### src/pkg/fiber_pkg.sv
// package: register map, field positions and types for the fiber mode block
package fiber_pkg;
  localparam logic [4:0] ADR_BMCR   = 5'h00;
  localparam logic [4:0] ADR_BMSR   = 5'h01;
  localparam logic [4:0] ADR_PHY_SUMMARY_STATUS = 5'h10;
  localparam logic [4:0] ADR_PCS_CONFIG_REG   = 5'h16;
  localparam logic [4:0] ADR_LBR    = 5'h17;
  localparam logic [4:0] ADR_PHYCTL = 5'h19;
  localparam int BIT_AN_EN      = 12;
  localparam int BIT_FAR_FAULT  = 4;
  localparam int BIT_SUM_FAULT  = 7;
  localparam int BIT_FSEL       = 5;
  localparam int BIT_FF_EN      = 14;
  localparam int BIT_SD_BIAS    = 15;
  localparam int BIT_BYPASS     = 11;
  localparam int LBR_MODE_LO    = 7;
  localparam logic [2:0] LBR_MODE_FX = 3'h3;
  localparam logic [15:0] BMCR_RST   = 16'h1000;
  localparam logic [15:0] PCS_CONFIG_REG_RST   = 16'h0000;
  localparam logic [15:0] LBR_RST    = 16'h0000;
  localparam logic [15:0] PHYCTL_RST = 16'h0000;
  localparam int ONES_RUN        = 84;
  localparam int FAULT_PATTERNS  = 3;
  localparam logic [6:0] ONES_RUN_W = 7'(ONES_RUN);
  typedef struct packed {
    logic        cyc;
    logic        stb;
    logic        we;
    logic [3:0]  sel;
    logic [7:0]  adr;
    logic [31:0] dat;
  } wb_req_t;
  typedef struct packed {
    logic        tx_en;
    logic        tx_er;
    logic        rx_dv;
    logic        rx_er;
    logic        crs;
  } mii_ctl_t;
endpackage

### src/rtl/fiber_mode_far_end_fault.sv
// fiber mode path select, far end fault idle generation and detection
// Notes on behaviour
// - fiber mode disables twisted pair path
// - fiber transmit sends nrzi, scrambler bypassed
// - fiber receive takes nrzi, descrambler bypassed
// - fault idle: 84 ones then one zero
// - fault idle until signal detect returns
// - three patterns set status bit until read
// - same detection sets summary status bit
// - first pattern may hold extra ones
// - fault idle never raises carrier sense
// - enable cleared means no fault idle
// - fault detected blocks mii activity
// - auto-negotiation forces fault signalling off
// - fiber mode enables fault signalling automatically
// - control bit selects fiber like strap
// - pcs config bit enables fault signalling
// - loop bypass bit 11 bypasses scrambling
// - pcs bit generates signal detect bias
`timescale 1ns/1ps
`default_nettype none
module fiber_mode_far_end_fault #(
  parameter int PAT_COUNT = fiber_pkg::FAULT_PATTERNS
) (
  input  wire logic                mclk_i,
  input  wire logic                rst_i,
  input  wire fiber_pkg::wb_req_t  wb_req_i,
  output logic [31:0]              wb_dat_o,
  output logic                     wb_ack_o,
  input  wire logic                fiber_select_strap_n_i,
  input  wire logic                fiber_sig_detect_i,
  input  wire logic                fiber_rx_pair_i,
  output logic                     fiber_tx_pair_o,
  input  wire logic                tx_code_bit_i,
  input  wire logic                tx_idle_i,
  output logic                     rx_code_bit_o,
  output logic                     tp_enable_o,
  output logic                     scramble_bypass_o,
  output logic                     sd_bias_en_o,
  output logic                     signal_detect_o,
  input  wire fiber_pkg::mii_ctl_t mii_i,
  output fiber_pkg::mii_ctl_t      mii_o
);
  import fiber_pkg::*;

  typedef struct packed {
    logic        strap_done;
    logic        strap_fx;
    logic [15:0] bmcr;
    logic [15:0] pcs_config_reg;
    logic [15:0] loop_bypass_reg;
    logic [15:0] phyctl;
    logic        far_fault;
    logic        fault_live;
    logic        ack;
    logic [31:0] rdat;
    logic        tx_nrzi;
    logic [6:0]  tx_cnt;
    logic        rx_prev;
    logic        rx_bit;
    logic [6:0]  ones;
    logic        long_ok;
    logic [1:0]  pats;
    logic [6:0]  gap;
  } state_t;

  state_t st_r;
  state_t st_nxt;

  logic fiber_mode;
  logic ff_active;
  logic ff_send;
  logic tx_sym;
  logic rx_sym;
  logic rd_strobe;
  logic wr_strobe;
  logic [15:0] bmsr_val;
  logic [15:0] phy_summary_status_val;

  function automatic logic [15:0] wr_merge(input logic [15:0] old, input logic [31:0] d,
                                           input logic [3:0] sel);
    logic [15:0] m;
    m = old;
    if (sel[0]) begin
      m[7:0] = d[7:0];
    end
    if (sel[1]) begin
      m[15:8] = d[15:8];
    end
    return m;
  endfunction

  always_comb begin
    fiber_mode = st_r.strap_fx | st_r.phyctl[BIT_FSEL];
    // fault signalling needs fiber mode, the pcs enable bit set and auto-negotiation off
    ff_active  = fiber_mode & st_r.pcs_config_reg[BIT_FF_EN] & ~st_r.bmcr[BIT_AN_EN];
    ff_send    = ff_active & ~fiber_sig_detect_i & tx_idle_i;
    if (ff_send) begin
      tx_sym = (st_r.tx_cnt != ONES_RUN_W);
    end else begin
      tx_sym = tx_code_bit_i;
    end
    rx_sym     = fiber_rx_pair_i ^ st_r.rx_prev;
    rd_strobe  = wb_req_i.cyc & wb_req_i.stb & ~wb_req_i.we & ~st_r.ack;
    wr_strobe  = wb_req_i.cyc & wb_req_i.stb & wb_req_i.we & ~st_r.ack;
    bmsr_val   = '0;
    bmsr_val[BIT_FAR_FAULT] = st_r.far_fault;
    phy_summary_status_val = '0;
    phy_summary_status_val[BIT_SUM_FAULT] = st_r.fault_live;
  end

  always_comb begin
    st_nxt = st_r;
    // strap sampled on the first clock after reset release
    if (!st_r.strap_done) begin
      st_nxt.strap_done = 1'b1;
      st_nxt.strap_fx   = ~fiber_select_strap_n_i;
    end
    // tx: nrzi toggle on each one, no scrambler in the path
    st_nxt.tx_nrzi = st_r.tx_nrzi ^ tx_sym;
    if (ff_send) begin
      st_nxt.tx_cnt = (st_r.tx_cnt == ONES_RUN_W) ? 7'h00 : st_r.tx_cnt + 7'h01;
    end else begin
      st_nxt.tx_cnt = 7'h00;
    end
    // rx: nrzi decode then fault pattern detector
    st_nxt.rx_prev = fiber_rx_pair_i;
    st_nxt.rx_bit  = rx_sym;
    if (fiber_mode) begin
      if (rx_sym) begin
        if (st_r.ones != 7'h7F) begin
          st_nxt.ones = st_r.ones + 7'h01;
        end
      end else begin
        st_nxt.ones = 7'h00;
        // exact 84 after the first pattern; longer runs only start one
        if ((st_r.ones == ONES_RUN_W) || (st_r.ones > ONES_RUN_W && st_r.pats == 2'h0)) begin
          if (st_r.pats != 2'h3) begin
            st_nxt.pats = st_r.pats + 2'h1;
          end
        end else begin
          st_nxt.pats = 2'h0;
        end
      end
    end else begin
      st_nxt.ones = 7'h00;
      st_nxt.pats = 2'h0;
    end
    st_nxt.fault_live = (st_nxt.pats >= 2'(PAT_COUNT));
    st_nxt.long_ok    = 1'b0;
    st_nxt.gap        = 7'h00;
    // wishbone slave: one wait state, ack for one cycle
    st_nxt.ack  = rd_strobe | wr_strobe;
    st_nxt.rdat = st_r.rdat;
    if (rd_strobe) begin
      unique case (wb_req_i.adr[6:2])
        ADR_BMCR:   st_nxt.rdat = {16'h0000, st_r.bmcr};
        ADR_BMSR:   st_nxt.rdat = {16'h0000, bmsr_val};
        ADR_PHY_SUMMARY_STATUS: st_nxt.rdat = {16'h0000, phy_summary_status_val};
        ADR_PCS_CONFIG_REG:   st_nxt.rdat = {16'h0000, st_r.pcs_config_reg};
        ADR_LBR:    st_nxt.rdat = {16'h0000, st_r.loop_bypass_reg};
        ADR_PHYCTL: st_nxt.rdat = {16'h0000, st_r.phyctl};
        default:    st_nxt.rdat = 32'h0000_0000;
      endcase
    end
    if (wr_strobe) begin
      unique case (wb_req_i.adr[6:2])
        ADR_BMCR:   st_nxt.bmcr   = wr_merge(st_r.bmcr, wb_req_i.dat, wb_req_i.sel);
        ADR_PCS_CONFIG_REG:   st_nxt.pcs_config_reg   = wr_merge(st_r.pcs_config_reg, wb_req_i.dat, wb_req_i.sel);
        ADR_LBR:    st_nxt.loop_bypass_reg    = wr_merge(st_r.loop_bypass_reg, wb_req_i.dat, wb_req_i.sel);
        ADR_PHYCTL: st_nxt.phyctl = wr_merge(st_r.phyctl, wb_req_i.dat, wb_req_i.sel);
        default:    st_nxt.bmcr   = st_r.bmcr;
      endcase
    end
    // fiber select enables fault signalling once, software may clear it
    if (fiber_mode && !(st_r.strap_fx | st_r.phyctl[BIT_FSEL])) begin
      st_nxt.pcs_config_reg[BIT_FF_EN] = 1'b1;
    end
    if (st_nxt.phyctl[BIT_FSEL] && !st_r.phyctl[BIT_FSEL] && !wr_strobe) begin
      st_nxt.pcs_config_reg[BIT_FF_EN] = 1'b1;
    end
    if ((st_nxt.strap_fx && !st_r.strap_fx) ||
        (wr_strobe && wb_req_i.adr[6:2] == ADR_PHYCTL && wb_req_i.dat[BIT_FSEL] &&
         !st_r.phyctl[BIT_FSEL] && wb_req_i.sel[0])) begin
      st_nxt.pcs_config_reg[BIT_FF_EN] = 1'b1;
    end
    // read of a set bit clears it; a new detection in that cycle wins
    if (rd_strobe && wb_req_i.adr[6:2] == ADR_BMSR) begin
      st_nxt.far_fault = 1'b0;
    end
    if (st_nxt.fault_live && !st_r.fault_live) begin
      st_nxt.far_fault = 1'b1;
    end
  end

  always_ff @(posedge mclk_i or posedge rst_i) begin
    if (rst_i) begin
      st_r        <= '0;
      st_r.bmcr   <= BMCR_RST;
      st_r.pcs_config_reg   <= PCS_CONFIG_REG_RST;
      st_r.loop_bypass_reg    <= LBR_RST;
      st_r.phyctl <= PHYCTL_RST;
    end else begin
      st_r <= st_nxt;
    end
  end

  always_comb begin
    wb_dat_o          = st_r.rdat;
    wb_ack_o          = st_r.ack;
    fiber_tx_pair_o   = st_r.tx_nrzi;
    rx_code_bit_o     = st_r.rx_bit;
    tp_enable_o       = ~fiber_mode;
    // either bypass bit or fiber mode skips the scrambler
    scramble_bypass_o = fiber_mode | st_r.loop_bypass_reg[BIT_BYPASS];
    sd_bias_en_o      = st_r.pcs_config_reg[BIT_SD_BIAS];
    signal_detect_o   = fiber_mode & fiber_sig_detect_i;
    mii_o             = mii_i;
    // mii gated while fault is seen; management path untouched
    if (st_r.fault_live) begin
      mii_o = '0;
    end
  end
endmodule
`default_nettype wire

### config.mk
export PLATFORM = sky130hd
export DESIGN_NAME = fiber_mode_far_end_fault
export DESIGN_NICKNAME = d
export VERILOG_FILES = /design/src/pkg/fiber_pkg.sv /design/src/rtl/fiber_mode_far_end_fault.sv
export SDC_FILE = /design/constraint.sdc
export NUM_CORES = 1
export LEC_CHECK = 0
export ABC_AREA = 1
export BUFFER_PORTS_ARGS = -buffer_cell sky130_fd_sc_hd__buf_2
export CORE_MARGIN = 2
export CORE_UTILIZATION = 57
export CTS_CLUSTER_SIZE = 25
export DETAILED_ROUTE_END_ITERATION = 6
export PLACE_DENSITY = 0.82
export RECOVER_POWER = 50
export REMOVE_ABC_BUFFERS = 1
export SYNTH_ARGS = -nofsm -noshare
export SYNTH_HDL_FRONTEND = slang
export SYNTH_SLANG_ARGS = --single-unit
### constraint.sdc
create_clock -name mclk_i -period 6.4 [get_ports mclk_i]
set_clock_uncertainty 0.15 [all_clocks]
set_input_delay 1.28 -clock mclk_i [delete_from_list [all_inputs] [get_ports mclk_i]]
set_output_delay 1.28 -clock mclk_i [all_outputs]
set_load 0.05 [all_outputs]
==> impl_metrics.yaml <==
detailed_routing:
  viasPerCell: 5.06
  routedWlPerCell_um: 13.2
  drt_wl_total_um: 10700
  first_pass_iters: 4
  vias: 4099
  drt_iter0_drc: 245
  detail-route-antenna-nets: 0
  drcViolationCount: 0
synthesis:
  synth.distinct_cells: 30
  synthCells: 650
  yosys-top-cells-count: "nand2_1 (180), dfrtp_1 (103), inv_1 (97), nor2_1 (64), o21ai_0 (55)"
  synth-seq-cells: 104
  synth_ff_type: "dfrtp_1"
  synthArstFlopShare_pct: 100
  syn_avg_cell_area_um2: 8.03
  synth.top_cell.area_share_pct: 49.4
  syn-cell-area_mm2: 0.00522
  synth-seq-area-share_pct: 49.9
  synth.area.top_cells: "dfrtp_1 (49%), nand2_1 (13%), inv_1 (7.0%)"
  synth-edff-count: 0
  yosys.area.top_type: "dfrtp_1"
  synth_most_common_cell: "nand2_1"
  yosysWarnings: 0
clock_network:
  postCtsSetupRepairBufs: 0
  numCtsBuffers: 9
  clkSinkCount: 104
  insertion_delay_ns: 0.36
  cts-hold-fix-buffers: 0
  root_buffer: "clkbuf_8"
  post_cts_resized: 0
  cts_tree: "done"
  clockBufferDepth: 2
  clkSlewWorstSetupHoldPaths_ns: 0.09
  h-tree-depth: 3
critical_path:
  crit_required_ns: 6.44
  critPathLaunchType: "primary input"
  worst_setup_path_end_kind: "asynchronous set/reset pin"
  worstPathMaxFanout: 64
  arrival_ns: 3.74
  path_class: "primary input to asynchronous set/reset pin"
layout:
  insertedDiodeCount: 0
  drive_above_1_share_pct: 10.5
  area.growth.synth_to_final_pct: 5.29
  nets: 760
sta:
  relSlewSlack_pct: -16.9
  finalSetupTns_ns: 0
  rsz0062_at_grt: "false"
  finalCritPeriodShare_pct: 57.9
  tightest_slew_ns: 1.74
  slew_viol_final: 126
  fin_ws_ns: 2.69
  final-setup-viol-count: 0
  period_needed_ns: 3.71
  fmax_mhz: 270
  hold_viol: 0
global_route:
  grt_antenna_before_repair: 0
  grt_pass1_vias: 3940
  grt_max_degree: 65
  grt_pass1_wl_um: 18100
  overflow: 0
  grt_usage_pct: 22.7
die:
  coreArea_mm2: 0.00881
  die_w_um: 99.7
  start_util_pct: 59.3
  die_h_um: 99.7
  io_pins: 103
  rows: 34
  dieArea_mm2: 0.00994
run_status:
  outcome: "finished with violations"
  violations: "capacitance limit, slew limit"
placement:
  gp_congestion: 0.868
  place_ws_ns: 3.23
  portBuffers: 65
  dp_hpwl_um: 7300
power_and_ir_drop:
  p_leak_uw: 0.00287
  vdd_drop_max_mv: 0.112
  p_per_area_mw_per_mm2: 226
job:
  max_cap_viol_count: 3
min_path:
  hold_path.class: "flop to flop"
## stage by stage
stage	instance area (um2)	instances	power, uW	util [%]	hold WS, ns
2_1_floorplan	4910	619	800	-	0.299
5_1_grt	5500	810	1300	62.4	0.363
3_5_place_dp	5390	794	839	61.2	0.310
3_3_place_gp	5390	794	834	61.2	0.310
6_report	5500	810	1240	62.4	0.335
4_1_cts	5600	810	1250	63.5	0.335
## per-layer routing
metal  part of all wire (%)  GRT usage [%]
met1                     44           30.7
met2                     49           37.6
met3                    5.4           3.37
met4                    1.6           8.22
met5                      0              0
## layout by cell type, fill, tap and decap left out, types with 2 or more instances in the layout
master	n
nor2_1	67
nor3_1	3
xor2_1	2
nor2_8	2
conb_1	17
clkbuf_8	11
nand4_1	4
a21oi_1	20
o21ai_0	55
nand2_1	187
clkinv_4	2
ha_1	4
nand2_4	2
nand3_1	20
nand2_2	3
inv_1	97
dfrtp_1	103
o21ai_1	15
o21a_1	7
clkbuf_1	23
inv_2	2
buf_2	43
## where the power goes
group	switching (uW)	internal (uW)	total, uW
combinational	102	28.9	131
sequential	12.5	679	691
clock	215	203	419
total	330	911	1240
## worst max-delay path, stage by stage
cell and delay [ns]:
buf_2 0.10, clkinvlp_2 0.99, clkbuf_2 1.31
## sequential cells by signal (all words and copies together), names as in the netlist
signal and cells:
bmsr_val 1, wb_ack_o 1, sd_bias_en_o 1, rx_code_bit_o 1, wb_dat_o 16, st_r 82, fiber_tx_pair_o 1, phy_summary_status_val 1
## layout make-up
| class | count | area, um2 |
|---|---|---|
| Fill cell | 790 | 3310 |
| Sequential cell | 104 | 2600 |
| Multi-Input combinational cell | 415 | 1870 |
| Inverter | 100 | 377 |
| Timing Repair Buffer | 67 | 310 |
| Clock buffer | 12 | 155 |
| Tap cell | 108 | 135 |
| Clock inverter | 4 | 52.6 |
## worst paths after layout
kind                            depth (start not counted)           end    startpoint  slack [ns]
worst max register to register                          6     st_r[108]      wb_ack_o        4.45
min in group asynchronous                               2      st_r[14]         rst_i        1.18
worst min-delay path                                    2  wb_dat_o[12]  wb_dat_o[12]        0.33
worst min register to register                          2  wb_dat_o[12]  wb_dat_o[12]        0.33
max in group mclk_i                                     6      st_r[72]  wb_req_i[35]        2.75
worst max-delay path                                    3      st_r[95]         rst_i        2.69
## logic make-up (layout without fill, tap and decap cells)
| group | Yosys count | in the layout | synth area share [%] |
|---|---|---|---|
| compound gates | 98 | 98 | 9.77 |
| xor+xnor | 3 | 3 | 0.503 |
| fa+ha+maj | 4 | 4 | 0.958 |
| buf+inv | 146 | 183 | 14.3 |
| flops | 104 | 104 | 49.9 |
| other cells | 2 | 17 | 0.144 |
| simple gates | 293 | 293 | 24.5 |
(Power assumes the default switching activity.)
